### src/hw/pcsi_pkg.sv
// Purpose: Shared constants and carriers for the program counter, return stack and indirect addressing
// Assumes: One core clock, decoder supplies one-cycle command strobes
// Notes:   Widths are the documented ones
package pcsi_pkg;

    // ==========================================================
    // Widths and constants
    localparam int PC_W        = 13;
    localparam int BYTE_W      = 8;
    localparam int HI_W        = 5;
    localparam int OPER_W      = 11;
    localparam int DADDR_W     = 9;
    localparam int STACK_DEPTH = 8;
    localparam int SP_W        = 3;

    localparam logic [PC_W-1:0]    PC_RESET     = 13'h0000;
    localparam logic [BYTE_W-1:0]  ZERO_BYTE    = 8'h00;
    localparam logic [BYTE_W-1:0]  IND_PORT_ADR = 8'h00;
    localparam logic [SP_W-1:0]    SP_RESET     = 3'h0;
    localparam logic [SP_W-1:0]    SP_ONE       = 3'h1;
    localparam logic [HI_W-1:0]    HI_RESET     = 5'h00;
    localparam logic [PC_W-1:0]    PC_ONE       = 13'h0001;

    // ==========================================================
    // Program counter load source
    typedef enum logic [2:0] {
        PCSI_LD_STEP  = 3'b000,
        PCSI_LD_LOW   = 3'b001,
        PCSI_LD_JUMP  = 3'b010,
        PCSI_LD_CALL  = 3'b011,
        PCSI_LD_VEC   = 3'b100,
        PCSI_LD_RET   = 3'b101,
        PCSI_LD_HOLD  = 3'b110
    } pcsi_load_t;

    // ==========================================================
    // Decoder command carrier
    typedef struct packed {
        logic              advance;
        logic              writeLow;
        logic              directJump;
        logic              callBranch;
        logic              intVector;
        logic              returnPop;
        logic [OPER_W-1:0] operand;
        logic [BYTE_W-1:0] lowData;
    } pcsi_cmd_t;

    // Indirect access carrier
    typedef struct packed {
        logic              read;
        logic              write;
        logic [BYTE_W-1:0] wdata;
    } pcsi_ind_t;

endpackage

### src/hw/pcsi_return_stack.sv
// Purpose: Circular eight-entry return address stack
// Assumes: Push and pop are never asserted together
// Notes:   Pointer is internal only, no wrap indication
`timescale 1ns/1ps
module pcsi_return_stack #(
    parameter int DEPTH = pcsi_pkg::STACK_DEPTH,
    parameter int WIDTH = pcsi_pkg::PC_W
) (
    // Clock and reset
    input  wire logic             clock,
    input  wire logic             sys_rst,
    // Stack operations
    input  wire logic             push,
    input  wire logic             pop,
    input  wire logic [WIDTH-1:0] pushData,
    output logic      [WIDTH-1:0] topData
);
    localparam int AW = $clog2(DEPTH);

    logic [AW-1:0]    stackPtr;
    logic [WIDTH-1:0] entry [DEPTH];

    // ==========================================================
    // Pointer wraps silently in both directions
    always_ff @(posedge clock) begin
        if (sys_rst) begin
            stackPtr <= '0;
        end else if (push) begin
            stackPtr <= stackPtr + AW'(1); // RULE14
        end else if (pop) begin
            stackPtr <= stackPtr - AW'(1); // RULE15
        end
    end

    // ==========================================================
    // Entry storage, ninth push lands on the first slot
    genvar gi;
    generate
        for (gi = 0; gi < DEPTH; gi++) begin : gEntry
            always_ff @(posedge clock) begin
                if (sys_rst) begin
                    entry[gi] <= '0;
                end else if (push && stackPtr == AW'(gi)) begin
                    entry[gi] <= pushData; // RULE9
                end
            end
        end
    endgenerate

    assign topData = entry[stackPtr - AW'(1)];

endmodule

### src/hw/pcsi_core.sv
// Purpose: Program counter, return stack and indirect data addressing of an 8-bit core
// Assumes: Decoder strobes arrive from logic on the same clock, one cycle each
// Notes:   Stack pointer has no port; no overflow flag exists
// Operation
// RULE1 - Program counter is thirteen bits and drives every fetch address.
// RULE2 - Low counter byte reads and writes like an ordinary data register.
// RULE3 - Upper five bits are not directly accessible; fed only from high latch. Here step carry, vector and return also load them.
// RULE4 - Any reset clears the whole counter.
// RULE5 - Low byte write copies latch bits 4..0 into counter upper bits.
// RULE6 - Jump or call copies latch bits 4..3 into counter top bits.
// RULE7 - Jump or call takes lower eleven bits from instruction operand.
// RULE8 - Add to low byte never carries into upper bits; software manages blocks.
// RULE9 - Separate return stack of eight entries, thirteen bits each.
// RULE10 - Stack pointer is hidden from every instruction.
// RULE11 - Call and interrupt vectoring push the current counter; a call here pushes the counter plus one.
// RULE12 - Return, literal return and interrupt exit pop into the counter.
// RULE13 - Push and pop leave the high latch unchanged.
// RULE14 - Stack is circular; ninth push overwrites first entry.
// RULE15 - No overflow or underflow flag is raised.
// RULE16 - Indirect port has no storage; accesses go to pointer's location.
// RULE17 - Indirect read of the port itself returns zero.
// RULE18 - Indirect write of the port itself changes nothing.
// RULE19 - Indirect address is bank bit above eight pointer bits.
`timescale 1ns/1ps
module pcsi_core #(
    parameter int          STACK_DEPTH = pcsi_pkg::STACK_DEPTH,
    parameter logic [12:0] INT_VECTOR  = 13'h0004
) (
    // Clock and reset
    input  wire logic                              clock,
    input  wire logic                              sys_rst,
    // Decoder commands
    input  wire pcsi_pkg::pcsi_cmd_t               cmd,
    // High latch and pointer registers
    input  wire logic [pcsi_pkg::HI_W-1:0]         pcHighLatch,
    input  wire logic [pcsi_pkg::BYTE_W-1:0]       filePointer,
    input  wire logic                              indirectBankBit,
    // Indirect data port access
    input  wire pcsi_pkg::pcsi_ind_t               indReq,
    input  wire logic [pcsi_pkg::BYTE_W-1:0]       fileRdata,
    // Fetch and low byte
    output logic      [pcsi_pkg::PC_W-1:0]         fetchAddr,
    output logic      [pcsi_pkg::BYTE_W-1:0]       pcLowByte,
    // Indirect data path to register file
    output logic      [pcsi_pkg::DADDR_W-1:0]      indAddr,
    output logic                                   fileWrite,
    output logic      [pcsi_pkg::BYTE_W-1:0]       fileWdata,
    output logic      [pcsi_pkg::BYTE_W-1:0]       indRdata
);

    // ==========================================================
    // Local sizes
    localparam int PC_W      = pcsi_pkg::PC_W;
    localparam int BYTE_W    = pcsi_pkg::BYTE_W;
    localparam int HI_W      = pcsi_pkg::HI_W;
    localparam int OPER_W    = pcsi_pkg::OPER_W;
    localparam int DADDR_W   = pcsi_pkg::DADDR_W;
    localparam int JUMP_HI_W = PC_W - OPER_W;

    // ==========================================================
    // Counter state
    logic [PC_W-1:0]      pc;
    logic [PC_W-1:0]      next_pc;
    logic [BYTE_W-1:0]    next_pcLow;
    logic [HI_W-1:0]      next_pcUpper;
    pcsi_pkg::pcsi_load_t loadSel;

    // Candidate counter values
    logic [PC_W-1:0]      stepValue;
    logic [PC_W-1:0]      lowLoadValue;
    logic [PC_W-1:0]      jumpValue;
    logic [JUMP_HI_W-1:0] jumpHigh;

    // Stack interface
    logic [PC_W-1:0]      pushValue;
    logic [PC_W-1:0]      stackTop;
    logic                 doPush;
    logic                 doPop;

    // Indirect path
    logic                 selfRef;
    logic [DADDR_W-1:0]   next_indAddr;
    logic                 next_fileWrite;
    logic [BYTE_W-1:0]    next_indRdata;

    // ==========================================================
    // Load source priority: vector, return, call, jump, low write, step
    always_comb begin
        if (cmd.intVector) begin
            loadSel = pcsi_pkg::PCSI_LD_VEC;
        end else if (cmd.returnPop) begin
            loadSel = pcsi_pkg::PCSI_LD_RET;
        end else if (cmd.callBranch) begin
            loadSel = pcsi_pkg::PCSI_LD_CALL;
        end else if (cmd.directJump) begin
            loadSel = pcsi_pkg::PCSI_LD_JUMP;
        end else if (cmd.writeLow) begin
            loadSel = pcsi_pkg::PCSI_LD_LOW;
        end else if (cmd.advance) begin
            loadSel = pcsi_pkg::PCSI_LD_STEP;
        end else begin
            loadSel = pcsi_pkg::PCSI_LD_HOLD;
        end
    end

    // ==========================================================
    // Stack strobes; the pointer itself stays internal
    assign doPush = (loadSel == pcsi_pkg::PCSI_LD_VEC) ||
                    (loadSel == pcsi_pkg::PCSI_LD_CALL); // RULE11
    assign doPop  = (loadSel == pcsi_pkg::PCSI_LD_RET); // RULE12

    // ==========================================================
    // Plain step carries through all thirteen bits
    // A step past the top wraps to zero
    assign stepValue = pc + pcsi_pkg::PC_ONE;

    // ==========================================================
    // Low byte write: whole latch above it, an add never carries up
    assign lowLoadValue = {pcHighLatch, cmd.lowData}; // RULE5 RULE8

    // ==========================================================
    // Jump or call: only the two top latch bits reach the counter
    assign jumpHigh  = pcHighLatch[HI_W-1 -: JUMP_HI_W]; // RULE6
    assign jumpValue = {jumpHigh, cmd.operand}; // RULE7

    // ==========================================================
    // Return address: a call resumes after itself, an interrupt at
    // the instruction it displaced
    always_comb begin
        case (loadSel)
            pcsi_pkg::PCSI_LD_CALL: begin
                pushValue = stepValue; // RULE11
            end
            pcsi_pkg::PCSI_LD_VEC: begin
                pushValue = pc; // RULE11
            end
            default: begin
                pushValue = stepValue;
            end
        endcase
    end

    // ==========================================================
    // Next low byte
    always_comb begin
        case (loadSel)
            pcsi_pkg::PCSI_LD_STEP: begin
                next_pcLow = stepValue[BYTE_W-1:0];
            end
            pcsi_pkg::PCSI_LD_LOW: begin
                next_pcLow = lowLoadValue[BYTE_W-1:0]; // RULE2
            end
            pcsi_pkg::PCSI_LD_JUMP: begin
                next_pcLow = jumpValue[BYTE_W-1:0]; // RULE7
            end
            pcsi_pkg::PCSI_LD_CALL: begin
                next_pcLow = jumpValue[BYTE_W-1:0]; // RULE7
            end
            pcsi_pkg::PCSI_LD_VEC: begin
                next_pcLow = INT_VECTOR[BYTE_W-1:0];
            end
            pcsi_pkg::PCSI_LD_RET: begin
                next_pcLow = stackTop[BYTE_W-1:0]; // RULE12
            end
            pcsi_pkg::PCSI_LD_HOLD: begin
                next_pcLow = pc[BYTE_W-1:0];
            end
            default: begin
                next_pcLow = pc[BYTE_W-1:0];
            end
        endcase
    end

    // ==========================================================
    // Next upper bits; no path reads or writes them directly
    always_comb begin
        case (loadSel)
            pcsi_pkg::PCSI_LD_STEP: begin
                next_pcUpper = stepValue[PC_W-1:BYTE_W];
            end
            pcsi_pkg::PCSI_LD_LOW: begin
                next_pcUpper = lowLoadValue[PC_W-1:BYTE_W]; // RULE5
            end
            pcsi_pkg::PCSI_LD_JUMP: begin
                next_pcUpper = jumpValue[PC_W-1:BYTE_W]; // RULE6
            end
            pcsi_pkg::PCSI_LD_CALL: begin
                next_pcUpper = jumpValue[PC_W-1:BYTE_W]; // RULE6
            end
            pcsi_pkg::PCSI_LD_VEC: begin
                next_pcUpper = INT_VECTOR[PC_W-1:BYTE_W];
            end
            pcsi_pkg::PCSI_LD_RET: begin
                next_pcUpper = stackTop[PC_W-1:BYTE_W]; // RULE12
            end
            pcsi_pkg::PCSI_LD_HOLD: begin
                next_pcUpper = pc[PC_W-1:BYTE_W];
            end
            default: begin
                next_pcUpper = pc[PC_W-1:BYTE_W];
            end
        endcase
    end

    // Whole next counter
    assign next_pc = {next_pcUpper, next_pcLow};

    // ==========================================================
    // Counter register; upper bits change via the latch paths, step carry, vector or return
    always_ff @(posedge clock) begin
        if (sys_rst) begin
            pc <= pcsi_pkg::PC_RESET; // RULE4
        end else begin
            pc <= next_pc; // RULE3
        end
    end

    // ==========================================================
    // Fetch address
    always_ff @(posedge clock) begin
        if (sys_rst) begin
            fetchAddr <= pcsi_pkg::PC_RESET; // RULE4
        end else begin
            fetchAddr <= next_pc; // RULE1
        end
    end

    // ==========================================================
    // Readable low byte
    always_ff @(posedge clock) begin
        if (sys_rst) begin
            pcLowByte <= pcsi_pkg::ZERO_BYTE;
        end else begin
            pcLowByte <= next_pc[BYTE_W-1:0]; // RULE2
        end
    end

    // ==========================================================
    // Return stack; latch input is not wired in, so never disturbed
    pcsi_return_stack #(
        .DEPTH (STACK_DEPTH),
        .WIDTH (PC_W)
    ) uStack (
        .clock    (clock),
        .sys_rst  (sys_rst),
        .push     (doPush), // RULE10 RULE13
        .pop      (doPop),
        .pushData (pushValue),
        .topData  (stackTop)
    );

    // ==========================================================
    // Indirect address: bank bit above the pointer
    assign selfRef      = (filePointer == pcsi_pkg::IND_PORT_ADR);
    assign next_indAddr = {indirectBankBit, filePointer}; // RULE19

    always_ff @(posedge clock) begin
        if (sys_rst) begin
            indAddr <= '0;
        end else begin
            indAddr <= next_indAddr; // RULE16
        end
    end

    // ==========================================================
    // Write strobe, dropped when the pointer names the port itself
    assign next_fileWrite = indReq.write && !selfRef; // RULE18

    always_ff @(posedge clock) begin
        if (sys_rst) begin
            fileWrite <= 1'b0;
        end else begin
            fileWrite <= next_fileWrite; // RULE16
        end
    end

    // ==========================================================
    // Write data
    always_ff @(posedge clock) begin
        if (sys_rst) begin
            fileWdata <= pcsi_pkg::ZERO_BYTE;
        end else begin
            fileWdata <= indReq.wdata;
        end
    end

    // ==========================================================
    // Read data, zero when the pointer names the port itself
    always_comb begin
        if (selfRef) begin
            next_indRdata = pcsi_pkg::ZERO_BYTE; // RULE17
        end else begin
            next_indRdata = fileRdata;
        end
    end

    always_ff @(posedge clock) begin
        if (sys_rst) begin
            indRdata <= pcsi_pkg::ZERO_BYTE;
        end else if (indReq.read) begin
            indRdata <= next_indRdata;
        end
    end

endmodule

### config.mk
export PLATFORM = sky130hd
export DESIGN_NAME = pcsi_core
export DESIGN_NICKNAME = d
export VERILOG_FILES = /design/src/hw/pcsi_pkg.sv /design/src/hw/pcsi_return_stack.sv /design/src/hw/pcsi_core.sv
export SDC_FILE = /design/constraint.sdc
export NUM_CORES = 1
export LEC_CHECK = 0
export ABC_AREA = 1
export BUFFER_PORTS_ARGS = -buffer_cell sky130_fd_sc_hd__buf_4
export CAP_MARGIN = 10
export CORE_MARGIN = 1
export CORE_UTILIZATION = 53
export DETAILED_ROUTE_END_ITERATION = 10
export PLACE_DENSITY = 0.87
export SETUP_SLACK_MARGIN = 0.5
export SLEW_MARGIN = 20
export SYNTH_ARGS = -nofsm -noshare
export SYNTH_HDL_FRONTEND = slang
export SYNTH_SLANG_ARGS = --single-unit
### constraint.sdc
create_clock -name clock -period 3.3 [get_ports clock]
set_input_delay 0.66 -clock clock [delete_from_list [all_inputs] [get_ports clock]]
set_output_delay 0.66 -clock clock [all_outputs]
set_load 0.05 [all_outputs]
==> flow_summary_export.csv, run 1 <==
group,metric,value,unit
drt,first_pass_iters,7,
sta,max_freq,373.7,MHz
logic_synthesis,ys_seq_elements,146,
clock_network,cts_tree,"yes",
setup_path,worstPathRequired,3660,ps
logic_synthesis,yosys_warnings,0,
power,p_seq_frac,0.407,
placed_design,gp_congestion,0.9224,
drt,ant_nets,0,
setup_path,crit_fanout,27,
power,power_density,601.0,mW/mm²
layout,diodes,0,
layout,drive_gt1_frac,0.1912,
clock_network,htreeDepth,4,
die,die_h,119.9,µm
sta,slew_headroom,0.2450,
power,swShare,0.3133,
logic_synthesis,syn_inst,873,
clock_network,clkLatencyLatePin,430,ps
logic_synthesis,synth.net_count,940,
power,power_frac_comb,0.214,
setup_path,r2r_setup_slack,620,ps
clock_network,postCtsSetupRepairBufs,0,
drt,wl_per_cell,17.56,µm
global_routing,first_global_vias,5977,
power,ir_drop,495.1,µV
setup_path,cp_common_cell,"nand2_1",
logic_synthesis,synthAdderAreaFrac,0.01359,
power,p_clk_frac,0.378,
drt,drcViolationCount,0,
placed_design,io_buffers,105,
die,core,0.01340,mm²
clock_network,clockBufferDepth,2,
setup_path,cp-end-kind,"register",
setup_path,startpoint_type,"register",
logic_synthesis,synth_edf_count,104,
sta,fin_crit,2676,ps
clock_network,cts_made_buffers,17,
flow_run,maxCapViolations,0,
global_routing,grt_max_degree,55,
logic_synthesis,synth_xor_area_frac,0.009511,
sta,drv_slew,0,
logic_synthesis,synth_area_leader_cell,"edfxtp_1",
die,ios,106,
sta,setup_violations,0,
setup_path,worst_path_largest_cell_delay,650,ps
logic_synthesis,async_flop_share,0,
sta,timing.clock.skew,7.711,ps
clock_network,clock_sinks,146,
drt,totalWireLength,20260,µm
clock_network,post_cts_resized,0,
global_routing,grt_pass1_wl,30560,µm
clock_network,clk_pin_slew,60,ps
die,dieArea,0.01438,mm²
sta,fin_ws,623.8,ps
setup_path,crit_slowest_cell,"clkinv_1",
logic_synthesis,ys.flop_type,"edfxtp_1",
min_path,hold_path.class,"input pin to register",
die,initial_core_util,0.5498,
drt,avgViaCountPerCell,5.709,
die,rows,42,
power,internal_power,3648,µW
drt,drtIter0Drc,899,
sta,tightest_slew,1125,ps
power,p_leak,0.003866,µW
logic_synthesis,yosys.cell_types.count,37,
logic_synthesis,synth_area_leaders,"edfxtp_1 (42%), dfxtp_1 (11%), nand2_1 (11%)",
sta,period_share,0.8110,
logic_synthesis,yosys.area_share.simple,0.3001,
drt,num_vias,6588,
sta,hold_violations,0,
layout,area_growth,19.97,%
sta,setup_tns,0,ps
placed_design,hpwl,13220,µm
power,switchingPower,1664,µW
global_routing,antenna_found_initial,0,
placed_design,dp_slack,536.7,ps
logic_synthesis,synth_compound_area_frac,0.05146,
layout,final_nets,1032,
global_routing,grt-ovfl-total,0,
global_routing,track_usage,0.2858,
logic_synthesis,synth_area,0.007367,mm²
setup_path,crit_type,"register to register",
sta,rsz0062_at_grt,"no",
logic_synthesis,avgSynthCellArea,8.439,µm²
setup_path,crit_chain,"inv_2 > ha_1 > clkinv_1 > nand3_1 > nand2_1 > nand2_1 > nand3_1 > nand4_1 > nand2_1 > a21oi_1",
setup_path,critPathArrivalTime,3040,ps
die,die_x,119.9,µm
logic_synthesis,muxShareOfSynthArea,0.001359,
logic_synthesis,synth_top_family_by_area,"simple AND/OR/NAND/NOR gates",
clock_network,cts-root-buf,"clkbuf_16",
logic_synthesis,synth_top_area_share,0.4239,
clock_network,hold_buffers,0,
logic_synthesis,ys_seq_area_frac,0.5380,
run_status,status,"complete, no violations",
## metal layers
layer  vias up  track usage  wire, µm
li1       3024            -         -
met1      3019       0.3444      7208
met2       474       0.4734      9897
met3        71      0.08413      2454
met4         0       0.1250       700
met5         -            0         0
## cell usage in the layout, fill, tap and decap left out, drive strengths merged
cell type  count
a211oi         1
a21oi         25
buf          124
bufinv         1
clkbuf        24
clkinv         5
dfxtp         42
edfxtp       104
ha             8
inv           89
mux2i          1
nand2        217
nand3         86
nand4         29
nor2         164
nor3           2
o211ai         2
o21a           1
o21ai         41
or2            4
xnor2          3
xor2           5
## synth_stat cells, types with 2 or more instances
master    count
clkbuf_1     13
xnor2_1       3
ha_1          8
nor2_4        3
nand2_1     214
edfxtp_1    104
nand3_1      83
o21ai_0      29
nor2_2        3
buf_1         3
nand3_2       3
or2_2         4
nor3_1        2
inv_2         6
buf_6         7
nand2_2       2
clkinv_1      2
dfxtp_1      42
nand4_1      25
buf_4        10
nor2_1      157
nand4_4       4
o21ai_1      11
inv_1        78
o211ai_1      2
buf_2        18
xor2_1        5
a21oi_1      23
## kinds of logic (layout without fill, tap and decap cells)
group | after synthesis | after routing
muxes | 1 | 1
AOI/OAI and AO/OA | 70 | 70
adders and majority gates | 8 | 8
DFF | 146 | 146
xor gates and xnor gates | 8 | 8
buffers and inverters | 138 | 243
and+or+nand+nor | 502 | 502
## critical path, delay by kind of cell, from the launching register on
kind                     cells  cell delay [ps]
AO/OA/AOI/OAI                1              130
adder cells (fa/ha/maj)      1              350
buffers and inverters        2              780
flip-flops                   1              330
AND/OR/NAND/NOR              6             1020
## state kept, by name, indices dropped and copies added (netlist names)
signal           cells
indAddr              9
indRdata             8
uStack.entry       104
fetchAddr           13
uStack.stackPtr      3
fileWrite            1
fileWdata            8
## power groups by stage
stage	sequential, µW	combinational [µW]	clock, µW
after CTS	2160	1100	2000
after global routing	2170	1200	2080
after global placement	2190	1070	0
after detailed placement	2200	1090	0
after floorplan	2300	611	0
final	2160	1140	2010
## path summary, 6_finish.rpt
| kind | start | to | cells past startpoint |
|---|---|---|---|
| hold / removal | indReq[6] | fileWdata[6] | 3 |
| hold reg to reg | fetchAddr[10] | fetchAddr[10] | 2 |
| setup / recovery | uStack.stackPtr[0] | fetchAddr[9] | 10 |
| setup reg to reg | uStack.stackPtr[0] | fetchAddr[9] | 10 |
## per-stage QoR
stage	utilization	hold WS (ps)	cell area, µm²	power (µW)	cells
floorplan	-	509.0	7367	2912	873
global route	0.6596	427.2	8838	5449	1154
finish	0.6596	427.3	8838	5312	1154
global placement	0.6131	491.2	8215	3266	1122
detailed placement	0.6131	495.7	8215	3290	1122
CTS	0.6596	423.3	8838	5269	1154
## layout make-up
type	count	area [µm²]
fill	1029	4562
clock buffer	24	539.3
clock inverter	8	83.83
timing repair buffer	124	930.9
inverter	87	329.1
tap	176	220.2
sequential	146	3965
multi-input combinational	589	2770
Power figures use the tool's default switching activity.
==> inputs of run 2 (changes only) <==
==> constraint.sdc (replaced) <==
create_clock -name clock -period 2.5 [get_ports clock]
set_input_delay 0.5 -clock clock [delete_from_list [all_inputs] [get_ports clock]]
set_output_delay 0.5 -clock clock [all_outputs]
set_load 0.05 [all_outputs]
==> run 2 against run 1 <==
Critical path depth decreased by 1. First-iteration DRC count decreased by 16%. Register-to-register slack worse by 60 ps. Die area stayed put. Sequential power grew 32%. Worst hold slack worse by 150 ps.
==> flow_summary_export.csv, run 2 (synthesized netlist as in run 1, its figures left out) <==
group,metric,value,unit
layout,diodes,0,
layout,final_common_cell,"nand2_1",
sta,setup_violations,0,
setup_path,startpoint_type,"register",
power,ir_drop,548.8,µV
layout,drive_gt1_frac,0.2170,
drt,drtIter0Drc,751,
setup_path,crit_type,"register to register",
layout,top_register,"uStack.entry",
layout,final_nets,1045,
setup_path,r2r_setup_slack,570,ps
layout,final_cells,1167,
setup_path,cp_top_family,"simple AND/OR/NAND/NOR gates",
drt,avgViaCountPerCell,5.569,
sta,whs,281.5,ps
placed_design,gp_congestion,0.9188,
clock_network,hold_buffers,0,
global_routing,antenna_found_initial,0,
clock_network,cts_tree,"yes",
setup_path,crit_chain,"inv_1 > ha_4 > clkinv_2 > nand3_1 > nand3_1 > nand3_1 > nand4_1 > nand2_1 > a21oi_1",
setup_path,cp-end-kind,"register",
clock_network,clk_pin_slew,60,ps
sta,timing.clock.skew,9.338,ps
clock_network,htreeDepth,4,
global_routing,grt_max_degree,53,
setup_path,reg2reg_to,"fetchAddr[10]",
sta,drv_slew,0,
placed_design,dp_slack,196.6,ps
die,die_h,119.9,µm
sta,fin_ws,567.6,ps
clock_network,cts_made_buffers,17,
setup_path,critPathArrivalTime,2230,ps
min_path,hold_end,"fileWdata[4]",
drt,num_vias,6499,
die,core,0.01340,mm²
die,rows,42,
min_path,min_from,"indReq[4]",
run_status,status,"complete, no violations",
setup_path,cp_common_cell,"nand3_1",
setup_path,reg2reg_from,"uStack.stackPtr[1]",
layout,final_core_util,0.6739,
drt,totalWireLength,19100,µm
global_routing,grt_pass1_wl,29380,µm
drt,first_pass_iters,5,
sta,period_share,0.7730,
sta,max_freq,517.5,MHz
die,initial_core_util,0.5498,
setup_path,crit_fanout,13,
sta,tightest_slew,757.0,ps
clock_network,clock_sinks,146,
layout,largest_registers,"uStack.entry (104), fetchAddr (13), indAddr (9)",
setup_path,worst_path_largest_cell_delay,370,ps
setup_path,crit_slowest_cell,"dfxtp_1",
global_routing,first_global_vias,6105,
flow_run,maxCapViolations,0,
setup_path,crit_buf_inv,2,
clock_network,postCtsSetupRepairBufs,0,
placed_design,placed_cells,1134,
layout,largest_reg_flops,104,
sta,slew_headroom,0.4953,
drt,ant_nets,0,
placed_design,io_buffers,105,
setup_path,worstPathRequired,2800,ps
sta,rsz0062_at_grt,"no",
min_path,hold_path.class,"input pin to register",
clock_network,clkLatencyLatePin,420,ps
power,power_density,781.4,mW/mm²
die,ios,106,
layout,area_growth,22.57,%
die,die_x,119.9,µm
global_routing,track_usage,0.2703,
sta,hold_violations,0,
setup_path,ff2ff_path_depth,9,
clock_network,clockBufferDepth,2,
sta,fin_crit,1932,ps
power,p_leak,0.003932,µW
clock_network,cts-root-buf,"clkbuf_16",
layout,layout.cells.most_common_list,"nand2_1 (212), nor2_1 (157), buf_4 (131)",
drt,drcViolationCount,0,
die,dieArea,0.01438,mm²
placed_design,hpwl,12870,µm
sta,setup_tns,0,ps
drt,wl_per_cell,16.37,µm
global_routing,grt-ovfl-total,0,
min_path,hold_depth,3,
-- run 2: worst max-delay path by stage --
stage,from,endpoint,slack (ps),depth (start not counted)
after floorplan,cmd[20],uStack.entry[1][0],210,5
after global placement,cmd[20],uStack.entry[4][1],260,6
after global routing,uStack.stackPtr[0],uStack.entry[6][1],500,4
final,uStack.stackPtr[1],fetchAddr[10],570,9
after detailed placement,cmd[20],uStack.entry[4][9],200,6
after CTS,fetchAddr[0],uStack.entry[2][6],510,8
-- run 2: report_power, final --
part | internal, µW | switching, µW
clock network | 1670 | 992
logic | 486 | 1050
registers | 2760 | 93.0
total | 4920 | 2140
-- run 2: layout make-up --
type / count / area (µm²)
repair buffers: 136 / 1040
repair inverters: 1 / 5.005
clock inverters: 13 / 183.9
flip-flops and latches: 146 / 3969
fillers: 1010 / 4370
multi-input cells: 589 / 2843
clock buffers: 19 / 432.9
inverters: 87 / 336.6
well taps: 176 / 220.2
-- run 2: worst register-to-register path: stages (launching register included) --
cell	delay (ps)
dfxtp_1	370
inv_1	110
ha_4	360
clkinv_2	230
nand3_1	160
nand3_1	100
nand3_1	120
nand4_1	180
nand2_1	120
a21oi_1	60
-- run 2: what timing repair did --
| action | CTS | global route |
|---|---|---|
| cloned | 0 | 1 |
| endpoints found under the setup margin | 57 | 54 |
| pin swaps | 0 | 1 |
| gates resized for setup | 6 | 15 |
-- run 2: layer usage --
metal,vias to the layer above,routed length (µm),track usage
met5,-,0,0
met4,0,602,0.1211
met3,55,2056,0.07272
met2,420,9392,0.4321
met1,2976,7050,0.3428
li1,3048,-,-
-- run 2: through the flow --
step                total power, µW  cell area [µm²]
finish                         7056             9030
global route                   7280             9030
CTS                            6982             8957
detailed placement             4350             8318
global placement               4319             8318
floorplan                      3853             7388
==> inputs of run 3 (changes only) <==
==> constraint.sdc (replaced) <==
create_clock -name clock -period 1.85 [get_ports clock]
set_input_delay 0.37 -clock clock [delete_from_list [all_inputs] [get_ports clock]]
set_output_delay 0.37 -clock clock [all_outputs]
set_load 0.05 [all_outputs]
==> run 3 against run 2 <==
The flow now stops in global routing (5_1_grt). Area after synthesis stayed put. Synthesized cell count stayed put.
==> flow_summary_export.csv, run 3 <==
group,metric,value,unit
run_status,status,"stopped before the end",
run_status,stop_stage,"global routing (5_1_grt)",
run_status,tool.error,"[ERROR GRT-0232] Routing congestion too high. Check the congestion heatmap in the GUI.",
logic_synthesis,syn_inst,873,
clock_network,cts-root-buf,"clkbuf_16",
logic_synthesis,synth_edf_count,104,
logic_synthesis,synth_area,0.007367,mm²
logic_synthesis,ys_seq_elements,146,
sta,worst-ep-kind,"register data pin",
logic_synthesis,yosys_warnings,0,
logic_synthesis,synth_top_cells_by_count,"nand2_1 (214), nor2_1 (157), edfxtp_1 (104), nand3_1 (83), inv_1 (78)",
sta,worst_endpoint,"fetchAddr[12]$_SDFFE_PP0P_/D",
clock_network,cts_made_buffers,17,
logic_synthesis,synth_area_leader_cell,"edfxtp_1",
global_routing,grt_max_degree,50,
logic_synthesis,ys.flop_type,"edfxtp_1",
placed_design,placed_cell_area,0.008884,mm²
die,initial_core_util,0.5498,
logic_synthesis,synth_top_area_share,0.4239,
clock_network,hold_buffers,0,
die,die_x,119.9,µm
placed_design,gp_congestion,0.9649,
logic_synthesis,ys_seq_area_frac,0.5380,
placed_design,hpwl,13750,µm
global_routing,track_usage,0.6657,
die,ios,106,
die,rows,42,
clock_network,clock_sinks,146,
logic_synthesis,async_flop_share,0,
logic_synthesis,yosysMostFrequentCell,"nand2_1",
clock_network,htreeDepth,4,
global_routing,grt-ovfl-total,4,
clock_network,clockBufferDepth,2,
logic_synthesis,yosys.cell_types.count,37,
placed_design,io_buffers,105,
logic_synthesis,synth_area_leaders,"edfxtp_1 (42%), dfxtp_1 (11%), nand2_1 (11%)",
logic_synthesis,synth.net_count,940,
logic_synthesis,avgSynthCellArea,8.439,µm²
die,die_h,119.9,µm
run 3: cell counts after synthesis:
No cell type changed its count.
run 3: logic make-up after synthesis:
logic type      Yosys count  synth area share
compound gates           70           0.05146
xor+xnor                  8          0.009511
fa+ha+maj                 8           0.01359
buf+inv                 138           0.08594
flops                   146            0.5380
mux                       1          0.001359
simple gates            502            0.3001
run 3: layer usage:
metal	GRT overflow	GRT usage
met1	0	0.6769
met5	0	0.1691
met4	3	0.6398
met2	1	0.8506
met3	0	0.4843
run 3: repair_timing:
item / in CTS
setup endpoints to repair: 244
setup buffers: 42
cloned: 9
pin swaps: 97
resized for setup: 130
run 3: metrics by stage:
stage               instances  utilization  setup slack (ps)  hold WS (ps)  TNS, ps
global placement         1154       0.6629             9.000         486.7        0
detailed placement       1154       0.6629            -70.31         486.2    -1659
CTS                      1237       0.7882             139.0         149.8        0
floorplan                 873            -             84.21         477.0        0
==> inputs of run 4 (changes only) <==
--- a/config.mk
+++ b/config.mk
@@ -9,10 +9,9 @@
 export BUFFER_PORTS_ARGS = -buffer_cell sky130_fd_sc_hd__buf_4
 export CAP_MARGIN = 10
 export CORE_MARGIN = 1
-export CORE_UTILIZATION = 53
+export CORE_UTILIZATION = 38
 export DETAILED_ROUTE_END_ITERATION = 10
-export PLACE_DENSITY = 0.87
-export SETUP_SLACK_MARGIN = 0.5
+export PLACE_DENSITY_LB_ADDON = 0.15
 export SLEW_MARGIN = 20
 export SYNTH_ARGS = -nofsm -noshare
 export SYNTH_HDL_FRONTEND = slang
==> run 4 against run 3 <==
The flow now finishes without violations.
==> flow_summary_export.csv, run 4 (synthesized netlist as in run 1, its figures left out) <==
group,metric,value,unit
drt,ant_nets,0,
drt,wl_per_cell,17.40,µm
drt,first_pass_iters,7,
setup_path,worstPathRequired,2150,ps
sta,fin_crit,1777,ps
global_routing,grt_use_met2,0.3669,
clock_network,cts_tree,"yes",
layout,diodes,0,
global_routing,track_usage,0.2318,
global_routing,gr-max-usage-layer,"met2",
global_routing,grt-ovfl-total,0,
drt,drcViolationCount,0,
sta,period_share,0.9608,
layout,final_cells,1312,
global_routing,grt_max_degree,56,
setup_path,crit_fanout,8,
power,p_leak,0.004349,µW
power,power_frac_comb,0.249,
die,core,0.01883,mm²
setup_path,startpoint_type,"register",
setup_path,crit_slowest_cell,"dfxtp_1",
die,die_h,141.2,µm
power,finalPower,10160,µW
drt,drtIter0Drc,747,
die,dieArea,0.01995,mm²
power,ir_drop,744.8,µV
placed_design,placed_cells,1264,
layout,largest_reg_flops,104,
layout,final_common_cell,"nand2_1",
sta,timing.clock.skew,8.224,ps
global_routing,first_global_vias,6233,
power,internal_power,7107,µW
sta,setup_tns,0,ps
placed_design,hpwl,15640,µm
min_path,hold_path.class,"input pin to register",
power,swShare,0.3003,
placed_design,io_buffers,105,
global_routing,met3_usage,0.04688,
sta,rsz0062_at_grt,"yes",
clock_network,clockBufferDepth,2,
clock_network,clk_pin_slew,70,ps
layout,area_growth,35.77,%
sta,max_freq,562.6,MHz
power,p_seq_frac,0.379,
clock_network,clkLatencyLatePin,420,ps
placed_design,gp_congestion,0.8962,
layout,layout.cells.most_common_list,"nand2_1 (214), buf_4 (169), nor2_1 (155)",
die,ios,106,
sta,tightest_slew,630.6,ps
drt,totalWireLength,22830,µm
layout,largest_registers,"uStack.entry (104), fetchAddr (13), indAddr (9)",
layout,fill_cells,1784,
min_path,min_from,"indReq[4]",
sta,setup_violations,0,
layout,drive_gt1_frac,0.2738,
power,p_clk_frac,0.372,
layout,final_nets,1106,
setup_path,worst_path_largest_cell_delay,340,ps
power,switchingPower,3050,µW
run_status,status,"complete, no violations",
flow_run,maxCapViolations,0,
layout,top_register,"uStack.entry",
global_routing,grt_pass1_wl,34580,µm
sta,whs,143.7,ps
setup_path,critPathArrivalTime,2080,ps
setup_path,reg2reg_from,"uStack.stackPtr[1]",
global_routing,use_met1,0.3173,
die,initial_core_util,0.3912,
setup_path,cp-end-kind,"register",
setup_path,crit_start,"uStack.stackPtr[1]",
sta,slew_headroom,0.5790,
global_routing,antenna_found_initial,0,
sta,hold_violations,0,
clock_network,clock_sinks,146,
setup_path,crit_chain,"inv_1 > buf_4 > ha_4 > xnor2_2 > buf_6 > buf_4 > nand2_1 > nand3_1 > nand4_1 > nand2_1 > a21oi_1",
die,die_x,141.2,µm
setup_path,crit_type,"register to register",
drt,num_vias,6556,
sta,drv_slew,0,
die,rows,50,
clock_network,htreeDepth,4,
clock_network,cts_made_buffers,17,
clock_network,cts-root-buf,"clkbuf_16",
power,power_density,1015,mW/mm²
drt,avgViaCountPerCell,4.997,
==> run 4: area by class of cell <==
type                       count  area, µm²  area share
clock buffer                  19      432.9     0.04328
multi-input combinational    591       2942      0.2941
sequential                   146       3983      0.3982
clock inverter                13      210.2     0.02102
tap                          260      325.3     0.03252
inverter                      87      340.3     0.03403
timing repair buffer         196       1769      0.1769
==> run 4: layer usage <==
metal  routed length [µm]  share of wire
met1                10110           0.44
met2                10870           0.48
met3                 1398          0.061
met4                  451          0.020
met5                    0              0
==> run 4: stage by stage <==
stage          instance area [µm²]  utilization  setup WS, ps
4_1_cts                       9698       0.5150         11.10
2_1_floorplan                 7433            -        -317.7
3_3_place_gp                  8990       0.4774        -148.8
5_1_grt                      10000       0.5312        -27.84
3_5_place_dp                  8990       0.4774        -144.9
6_report                     10000       0.5312         72.53
==> run 4: timing repair <==
action                     in CTS  in global routing
buffers inserted                3                 10
setup endpoints to repair     111                137
pin swaps                       0                  4
hold buffers                    0                  0
resized for setup               7                 32
gates cloned                    0                  3
==> run 4: final timing paths <==
check,end,slack (ps),cells past startpoint
setup / recovery,fetchAddr[10],70,11
setup reg to reg,fetchAddr[10],70,11
hold / removal,fileWdata[4],140,3
hold reg to reg,fetchAddr[10],510,2
==> run 4: power groups by stage <==
stage,sequential [µW],clock [µW],combinational [µW]
final,3850,3780,2530
after global routing,3870,3950,2720
after global placement,3900,0,2270
after floorplan,4110,0,1130
after CTS,3840,3820,2340
after detailed placement,3900,0,2270
==> run 4: worst max-delay path: cells and delay by family, from the launching register on <==
kind	cells	cell delay (ps)
buf+inv	4	530
compound gates	1	50
flops	1	340
xor+xnor	1	160
simple gates	4	400
fa+ha+maj	1	170
